<file path="src/hdl/bca_pkg.sv">
package bca_pkg;
  localparam int CUR_W = 16;
  localparam int NET_W = 8;
  localparam int TOT_W = 16;
  // One current count held for one sample period is 2**-18 of a net count
  // and 2**-23 of a lifetime count, so these remainders carry sub-count charge.
  localparam int NET_FRAC = 18;
  localparam int TOT_FRAC = 23;
  localparam int OFS_SHIFT = 3;
  localparam int OFS_SIGN_BIT = 12;
  localparam int OFS_SIGN_TOP = 15;
  localparam int THR_SEL_HI = 7;
  localparam int THR_SEL_LO = 6;
  localparam logic [1:0] THR_NONE = 2'h0;
  localparam logic [1:0] THR_2 = 2'h1;
  localparam logic [1:0] THR_4 = 2'h2;
  localparam logic [CUR_W-1:0] THR_CNT_2 = 16'h0002;
  localparam logic [CUR_W-1:0] THR_CNT_4 = 16'h0004;
  localparam logic [CUR_W-1:0] THR_CNT_8 = 16'h0008;
  localparam logic [7:0] THR_RESET = 8'h00;
  localparam logic [CUR_W-1:0] OFS_RESET = 16'h0000;
  localparam int CLK_PERIOD_NS = 100;
  localparam int SAMPLE_PERIOD_NS = 27460000;
  localparam int SAMPLE_CYC = SAMPLE_PERIOD_NS / CLK_PERIOD_NS;
endpackage : bca_pkg

</file>
<file path="src/hdl/bca_accum.sv">
`timescale 1ns/1ps
// Behaviour
// - Conversions run only while measurement enabled.
// - Current equals raw result plus offset.
// - Offset top four bits carry sign.
// - Current is two's complement, positive charging.
// - One sample per period updates accumulators.
// - Net accumulator counts up charging, down discharging.
// - Net count unit fixed by scaling.
// - Net accumulator frozen while measurement disabled.
// - Charge total positive only, discharge negative only.
// - Samples at or below threshold discarded.
// - Threshold code in top two bits.
// - Lifetime totals sixteen bits, fixed unit.
// - Mode bits select which accumulators run.
// - Page is general storage unless totals enabled.
// - Shadow copy only when shadow enabled.
// - Net reaching zero leaves totals unchanged.
module bca_accum
  import bca_pkg::*;
#(
  parameter int SAMPLE_PERIOD_CYC = bca_pkg::SAMPLE_CYC
) (
  input wire logic clk_i,
  input wire logic rstn_i,
  input wire logic meas_enable_i,
  input wire logic lifetime_accum_enable_i,
  input wire logic shadow_enable_i,
  input wire logic [bca_pkg::CUR_W-1:0] raw_result_i,
  input wire logic [bca_pkg::CUR_W-1:0] wr_data_i,
  input wire logic wr_offset_i,
  input wire logic wr_threshold_i,
  input wire logic wr_net_i,
  input wire logic wr_charge_i,
  input wire logic wr_discharge_i,
  output logic conv_start_o,
  output logic [bca_pkg::CUR_W-1:0] current_o,
  output logic [bca_pkg::CUR_W-1:0] current_offset_correction_o,
  output logic [7:0] small_signal_threshold_o,
  output logic [bca_pkg::NET_W-1:0] net_charge_accumulator_o,
  output logic [bca_pkg::TOT_W-1:0] charge_total_accumulator_o,
  output logic [bca_pkg::TOT_W-1:0] discharge_total_accumulator_o,
  output logic page_general_o,
  output logic nv_copy_o,
  output logic [bca_pkg::TOT_W-1:0] nv_charge_o,
  output logic [bca_pkg::TOT_W-1:0] nv_discharge_o
);
  import bca_pkg::*;

  localparam int NF_W = NET_W + NET_FRAC;
  localparam int TF_W = TOT_W + TOT_FRAC;
  localparam logic [NF_W-1:0] NET_MAX = '1;

  function automatic logic [CUR_W-1:0] thr_counts(input logic [1:0] sel);
    unique case (sel)
      THR_NONE: thr_counts = '0;
      THR_2: thr_counts = THR_CNT_2;
      THR_4: thr_counts = THR_CNT_4;
      default: thr_counts = THR_CNT_8;
    endcase
  endfunction : thr_counts

  function automatic logic [CUR_W-1:0] magnitude(input logic [CUR_W-1:0] v);
    magnitude = v[CUR_W-1] ? CUR_W'(-v) : v;
  endfunction : magnitude

  logic tick;
  logic cur_vld;
  logic [NF_W-1:0] net_full;
  logic [TF_W-1:0] chg_full;
  logic [TF_W-1:0] dis_full;
  logic [CUR_W-1:0] ofs_scaled;
  logic [CUR_W-1:0] mag;
  logic accept;
  logic tot_run;
  logic [NF_W+1:0] net_sum;
  logic [NF_W-1:0] next_net;

  bca_timebase #(
    .PERIOD_CYC(SAMPLE_PERIOD_CYC)
  ) u_timebase (
    .clk_i(clk_i),
    .rstn_i(rstn_i),
    .run_i(meas_enable_i),
    .tick_o(tick)
  );

  // The offset keeps three fraction bits below the current's unit.
  assign ofs_scaled = CUR_W'($signed(current_offset_correction_o) >>> OFS_SHIFT);
  assign mag = magnitude(current_o);
  assign accept = cur_vld && meas_enable_i
               && (mag > thr_counts(small_signal_threshold_o[THR_SEL_HI:THR_SEL_LO]));
  assign tot_run = meas_enable_i && lifetime_accum_enable_i;
  assign net_sum = {2'b00, net_full}
                 + {{(NF_W + 2 - CUR_W){current_o[CUR_W-1]}}, current_o};

  // Clamping instead of wrapping keeps a full or empty gauge from flipping.
  always_comb begin
    if (net_sum[NF_W+1]) begin
      next_net = '0;
    end else if (net_sum[NF_W]) begin
      next_net = NET_MAX;
    end else begin
      next_net = net_sum[NF_W-1:0];
    end
  end

  always_ff @(posedge clk_i or negedge rstn_i) begin
    if (!rstn_i) begin
      conv_start_o <= 1'b0;
      cur_vld <= 1'b0;
      current_o <= '0;
    end else begin
      conv_start_o <= tick;
      cur_vld <= tick;
      if (tick) begin
        current_o <= raw_result_i + ofs_scaled;
      end
    end
  end

  always_ff @(posedge clk_i or negedge rstn_i) begin
    if (!rstn_i) begin
      current_offset_correction_o <= OFS_RESET;
      small_signal_threshold_o <= THR_RESET;
    end else begin
      if (wr_offset_i) begin
        current_offset_correction_o <= {{(OFS_SIGN_TOP - OFS_SIGN_BIT){wr_data_i[OFS_SIGN_BIT]}},
                                        wr_data_i[OFS_SIGN_BIT:0]};
      end
      if (wr_threshold_i) begin
        small_signal_threshold_o <= {wr_data_i[THR_SEL_HI:THR_SEL_LO], 6'h00};
      end
    end
  end

  always_ff @(posedge clk_i or negedge rstn_i) begin
    if (!rstn_i) begin
      net_full <= '0;
    end else if (wr_net_i) begin
      net_full <= {wr_data_i[NET_W-1:0], {NET_FRAC{1'b0}}};
    end else if (accept) begin
      net_full <= next_net;
    end
  end
  assign net_charge_accumulator_o = net_full[NF_W-1:NET_FRAC];

  // Totals ignore the net count, so an empty gauge never touches them.
  always_ff @(posedge clk_i or negedge rstn_i) begin
    if (!rstn_i) begin
      chg_full <= '0;
      dis_full <= '0;
    end else begin
      if (wr_charge_i) begin
        chg_full <= {wr_data_i[TOT_W-1:0], {TOT_FRAC{1'b0}}};
      end else if (accept && tot_run && !current_o[CUR_W-1]) begin
        chg_full <= chg_full + TF_W'(mag);
      end
      if (wr_discharge_i) begin
        dis_full <= {wr_data_i[TOT_W-1:0], {TOT_FRAC{1'b0}}};
      end else if (accept && tot_run && current_o[CUR_W-1]) begin
        dis_full <= dis_full + TF_W'(mag);
      end
    end
  end
  assign charge_total_accumulator_o = chg_full[TF_W-1:TOT_FRAC];
  assign discharge_total_accumulator_o = dis_full[TF_W-1:TOT_FRAC];

  always_ff @(posedge clk_i or negedge rstn_i) begin
    if (!rstn_i) begin
      page_general_o <= 1'b1;
      nv_copy_o <= 1'b0;
      nv_charge_o <= '0;
      nv_discharge_o <= '0;
    end else begin
      page_general_o <= !tot_run;
      nv_copy_o <= accept && tot_run && shadow_enable_i;
      if (accept && tot_run && shadow_enable_i) begin
        nv_charge_o <= charge_total_accumulator_o;
        nv_discharge_o <= discharge_total_accumulator_o;
      end
    end
  end

  a_no_conv_off: assert property (@(posedge clk_i) disable iff (!rstn_i)
    !meas_enable_i |=> ##1 !conv_start_o)
    else $error("conversion started while measurement disabled");
  a_current_sum: assert property (@(posedge clk_i) disable iff (!rstn_i)
    tick |=> current_o == CUR_W'($past(raw_result_i) + $past(ofs_scaled)))
    else $error("current is not raw plus offset");
  a_offset_sign: assert property (@(posedge clk_i) disable iff (!rstn_i)
    current_offset_correction_o[OFS_SIGN_TOP:OFS_SIGN_BIT] == '0
    || current_offset_correction_o[OFS_SIGN_TOP:OFS_SIGN_BIT] == '1)
    else $error("offset sign bits disagree");
  a_net_hold: assert property (@(posedge clk_i) disable iff (!rstn_i)
    !meas_enable_i && !wr_net_i |=> $stable(net_charge_accumulator_o))
    else $error("net accumulator moved while disabled");
  a_net_up: assert property (@(posedge clk_i) disable iff (!rstn_i)
    accept && !current_o[CUR_W-1] && !wr_net_i |=>
    net_charge_accumulator_o >= $past(net_charge_accumulator_o))
    else $error("net accumulator fell on charge");
  a_charge_sign: assert property (@(posedge clk_i) disable iff (!rstn_i)
    cur_vld && current_o[CUR_W-1] && !wr_charge_i |=> $stable(chg_full))
    else $error("charge total moved on discharge sample");
  a_thresh_drop: assert property (@(posedge clk_i) disable iff (!rstn_i)
    cur_vld && mag <= thr_counts(small_signal_threshold_o[THR_SEL_HI:THR_SEL_LO])
    && !wr_net_i |=> $stable(net_full))
    else $error("small sample accumulated");
  a_totals_off: assert property (@(posedge clk_i) disable iff (!rstn_i)
    !tot_run && !wr_charge_i && !wr_discharge_i |=> $stable(chg_full) && $stable(dis_full))
    else $error("totals moved while disabled");
  a_page_mode: assert property (@(posedge clk_i) disable iff (!rstn_i)
    ##1 page_general_o == !$past(tot_run))
    else $error("page mode wrong");
  a_shadow_off: assert property (@(posedge clk_i) disable iff (!rstn_i)
    !shadow_enable_i |=> !nv_copy_o)
    else $error("shadow copy while shadow disabled");

  c_sample: cover property (@(posedge clk_i) disable iff (!rstn_i) accept);
  c_discharge: cover property (@(posedge clk_i) disable iff (!rstn_i)
    accept && tot_run && current_o[CUR_W-1]);
  c_shadow: cover property (@(posedge clk_i) disable iff (!rstn_i) nv_copy_o);
endmodule : bca_accum

</file>
<file path="src/hdl/bca_timebase.sv">
`timescale 1ns/1ps
module bca_timebase #(
  parameter int PERIOD_CYC = 274600
) (
  input wire logic clk_i,
  input wire logic rstn_i,
  input wire logic run_i,
  output logic tick_o
);
  logic [31:0] cnt;

  // A period below two cycles would leave no idle cycle between ticks.
  if (PERIOD_CYC < 2) begin : g_bad_period
    $error("bca_timebase: period too short");
  end

  // Stopping clears the count so a restart waits one full period.
  always_ff @(posedge clk_i or negedge rstn_i) begin
    if (!rstn_i) begin
      cnt <= 32'h0;
      tick_o <= 1'b0;
    end else if (!run_i) begin
      cnt <= 32'h0;
      tick_o <= 1'b0;
    end else if (cnt == 32'(PERIOD_CYC - 1)) begin
      cnt <= 32'h0;
      tick_o <= 1'b1;
    end else begin
      cnt <= cnt + 32'h1;
      tick_o <= 1'b0;
    end
  end
endmodule : bca_timebase

</file>
<file path="config.mk">
export PLATFORM = sky130hd
export DESIGN_NAME = bca_accum
export DESIGN_NICKNAME = d
export VERILOG_FILES = /design/src/hdl/bca_pkg.sv /design/src/hdl/bca_accum.sv /design/src/hdl/bca_timebase.sv
export SDC_FILE = /design/constraint.sdc
export NUM_CORES = 1
export LEC_CHECK = 0
export BUFFER_PORTS_ARGS = -buffer_cell sky130_fd_sc_hd__buf_2
export CAP_MARGIN = 25
export CORE_ASPECT_RATIO = 0.75
export CORE_MARGIN = 2
export CORE_UTILIZATION = 45
export CTS_CLUSTER_DIAMETER = 120
export DETAILED_ROUTE_END_ITERATION = 16
export PLACE_DENSITY_LB_ADDON = 0.08
export SKIP_LAST_GASP = 1
export SYNTH_ARGS = -nofsm -noshare
export SYNTH_HDL_FRONTEND = slang
export SYNTH_SLANG_ARGS = --single-unit
</file>
<file path="constraint.sdc">
create_clock -name clk_i -period 9.1 [get_ports clk_i]
set_input_delay 0 -clock clk_i [delete_from_list [all_inputs] [get_ports clk_i]]
set_output_delay 0 -clock clk_i [all_outputs]
set_load 0.05 [all_outputs]
</file>
==> results.json <==
{
  "grt_pass1_vias": 9933,
  "start_util": 0.461,
  "drv_cap": 0,
  "fin_crit_sh": 0.531,
  "fin_tns_setup_ns": 0,
  "worstHoldEndpoint": "current_o[14]",
  "wire_per_inst_um": 18.2,
  "grt_max_degree": 75,
  "yosys-top-cells-count": "202 x dfrtp_1, 153 x nor2_1, 124 x nand2_1",
  "synth-xor-area-share": 0.0900,
  "clkSlewWorstSetupHoldPaths_ns": 0.06,
  "fin_crit_ns": 4.83,
  "cts_tree": "done",
  "whs_ns": 0.0192,
  "grt_pass1_wl_um": 56600,
  "die_w_um": 204,
  "leakage_nw": 7.09,
  "synth_compound_area_frac": 0.125,
  "antenna_found_initial": 1,
  "finalClockSkew_ns": 0.0202,
  "synth_cell_type_count": 82,
  "status": "finished clean",
  "critPathKind": "reg -> reg",
  "core_um2": 29300,
  "synth-seq-cells": 203,
  "synth_fa_ha_area_frac": 0.0864,
  "startpoint_type": "flip-flop",
  "dpl_worst_slack_ns": 4.12,
  "h-tree-depth": 1,
  "setup_viol": 0,
  "first_pass_iters": 5,
  "crit_chain": "inv_1 > ha_1 > or4b_2 > or2_2 > nand2_1 > xnor2_1 > ha_1 > a211oi_1 > and4b_1 > o31ai_1 > o211a_1 > o21bai_1 > nor4_1 > xnor2_1 > o21ai_0",
  "pin_count": 157,
  "yosysWarnings": 0,
  "synth_top_family_by_area": "simple AND/OR/NAND/NOR gates",
  "slowest_stage": "o21bai_1",
  "antenna_cells": 0,
  "yosys-top-cells-area": "dfrtp_1 37%, ha_1 8.0%, xnor2_1 6.9%",
  "end_kind": "flip-flop",
  "clk_latency_ns": 0.53,
  "wl_um": 35500,
  "worst_pin_slew_ns": 0.973,
  "cp.arrival_ns": 5.19,
  "dp_hpwl_um": 25700,
  "clockBufferDepth": 3,
  "cp_max_fo": 12,
  "syn_inst": 1425,
  "reg2reg_depth": 15,
  "dieArea_um2": 31500,
  "slew_headroom": 0.351,
  "final_core_util": 0.524,
  "gp_congestion": 0.893,
  "syn-cell-area_um2": 13500,
  "seq_area_frac_synth": 0.376,
  "p_per_area_nw_per_um2": 173,
  "netlist.area_leader.share": 0.374,
  "dominantRegCellSynth": "dfrtp_1",
  "synth_mux_area_frac": 0.0786,
  "die_h_um": 154,
  "r2r_start": "current_o[0]",
  "synth_edf_count": 0,
  "areaGrowthSynthToFinish_pct": 13.7,
  "setup_ws_ns": 4.27,
  "clock.fmax_ghz": 0.207,
  "grt.total_usage": 0.225,
  "hold_path_class": "in -> reg",
  "portBuffers": 150,
  "peakVddDrop_v": 0.000134,
  "drt_iter0_drc": 798,
  "ant_nets": 0,
  "overflow": 0,
  "ys_async_sr_fraction": 1.00,
  "synth_top_area_cell": "dfrtp_1",
  "drv_slew": 0,
  "whs_path_depth": 4,
  "critical_path_required_ns": 9.46,
  "yosys.area_share.simple": 0.184,
  "cts.repair.resized": 0,
  "row_count": 54,
  "numCtsBuffers": 24,
  "r2r_end": "chg_full[31]",
  "hold_violations": 0,
  "rsz0062_at_grt": "false",
  "synth.avg_cell_area_um2": 9.49,
  "postCtsHoldBufs": 28,
  "nNetsFinal": 1679,
  "slowest_delay_ns": 0.76,
  "hp-start": "raw_result_i[14]",
  "vias_per_cell": 5.47,
  "regToRegSetupSlack_ns": 4.27,
  "root_buffer": "clkbuf_16",
  "cts_sinks": 203,
  "drive_gt1_frac": 0.184,
  "drc_errors": 0,
  "synth_most_common_cell": "dfrtp_1",
  "post_cts_buffers": 0,
  "vias": 10700
}
logic make-up after synthesis:
group | Yosys count
DFF | 203
buffers and inverters | 146
adders and majority gates | 91
AOI/OAI and AO/OA | 257
and+or+nand+nor | 500
other | 1
xor gates and xnor gates | 139
muxes | 88
worst max path at each step:
| stage | cells past startpoint | to | start | slack (ns) |
|---|---|---|---|---|
| 2_1_floorplan | 15 | dis_full[32] | current_o[15] | 4.64 |
| 3_3_place_gp | 15 | dis_full[35] | current_o[1] | 4.29 |
| 3_5_place_dp | 15 | dis_full[37] | current_o[0] | 4.12 |
| 4_1_cts | 15 | dis_full[37] | current_o[0] | 4.12 |
| 5_1_grt | 15 | chg_full[31] | current_o[1] | 3.86 |
| 6_report | 15 | chg_full[31] | current_o[0] | 4.27 |
flip-flops by register name (all words and copies together) (netlist names):
name	count
cur_vld	1
nv_charge_o	16
u_timebase.tick_o	1
nv_discharge_o	16
chg_full	39
current_o	16
current_offset_correction_o	13
small_signal_threshold_o	2
nv_copy_o	1
net_full	26
page_general_o	1
dis_full	39
u_timebase.cnt	32
cell usage in the layout (no fill, tap or decap), types with 22 or more instances in the layout:
cell type        n
a21o_1          28
a21oi_1         47
buf_2          149
clkbuf_16       24
dfrtp_1        202
dlygate4sd3_1   29
ha_1            87
inv_1           46
mux2_2          30
mux2_4          29
mux2i_1         29
nand2_1        124
nand3_1         33
nand4_1         22
nor2_1         153
nor3_1          36
o21ai_0         80
xnor2_1        107
xor2_1          32
per-stage QoR:
| stage | instances | cell area (um^2) | power, mW |
|---|---|---|---|
| 3_5_place_dp | 1879 | 14200 | 1.68 |
| 2_1_floorplan | 1430 | 13500 | 1.51 |
| 4_1_cts | 1949 | 15300 | 2.68 |
| 3_3_place_gp | 1878 | 14200 | 1.67 |
| 5_1_grt | 1954 | 15400 | 2.79 |
| 6_report | 1954 | 15400 | 2.66 |
worst max-delay path: cells and delay by family, from the launching register on:
| kind | cells | cell delay, ns |
|---|---|---|
| flops | 1 | 0.47 |
| xor+xnor | 2 | 0.38 |
| buf+inv | 1 | 0.14 |
| fa+ha+maj | 2 | 0.59 |
| compound gates | 5 | 1.59 |
| simple gates | 5 | 1.51 |
layout make-up:
cell class,count,area (um^2)
inverter,46,173
sequential,203,5080
clock buffer,34,698
clock inverter,8,104
fill,2703,13900
tap,392,490
multi-input combinational,1081,7650
timing repair buffer,190,1180
where the power goes:
group / switching (mW) / internal (mW) / total (mW)
Clock: 0.390 / 0.589 / 0.979
Combinational: 0.446 / 0.236 / 0.683
Sequential: 0.0609 / 0.937 / 0.998
Total: 0.898 / 1.76 / 2.66
per-layer routing:
layer	vias to the layer above	share of wire	global-route usage	routed length (um)
li1	5259	-	-	-
met3	50	0.054	0.0352	1900
met2	256	0.40	0.318	14200
met4	2	0.024	0.0521	841
met5	-	0.00020	0	7
met1	5117	0.52	0.355	18500
Note: power is estimated with default switching activity, not from simulation.
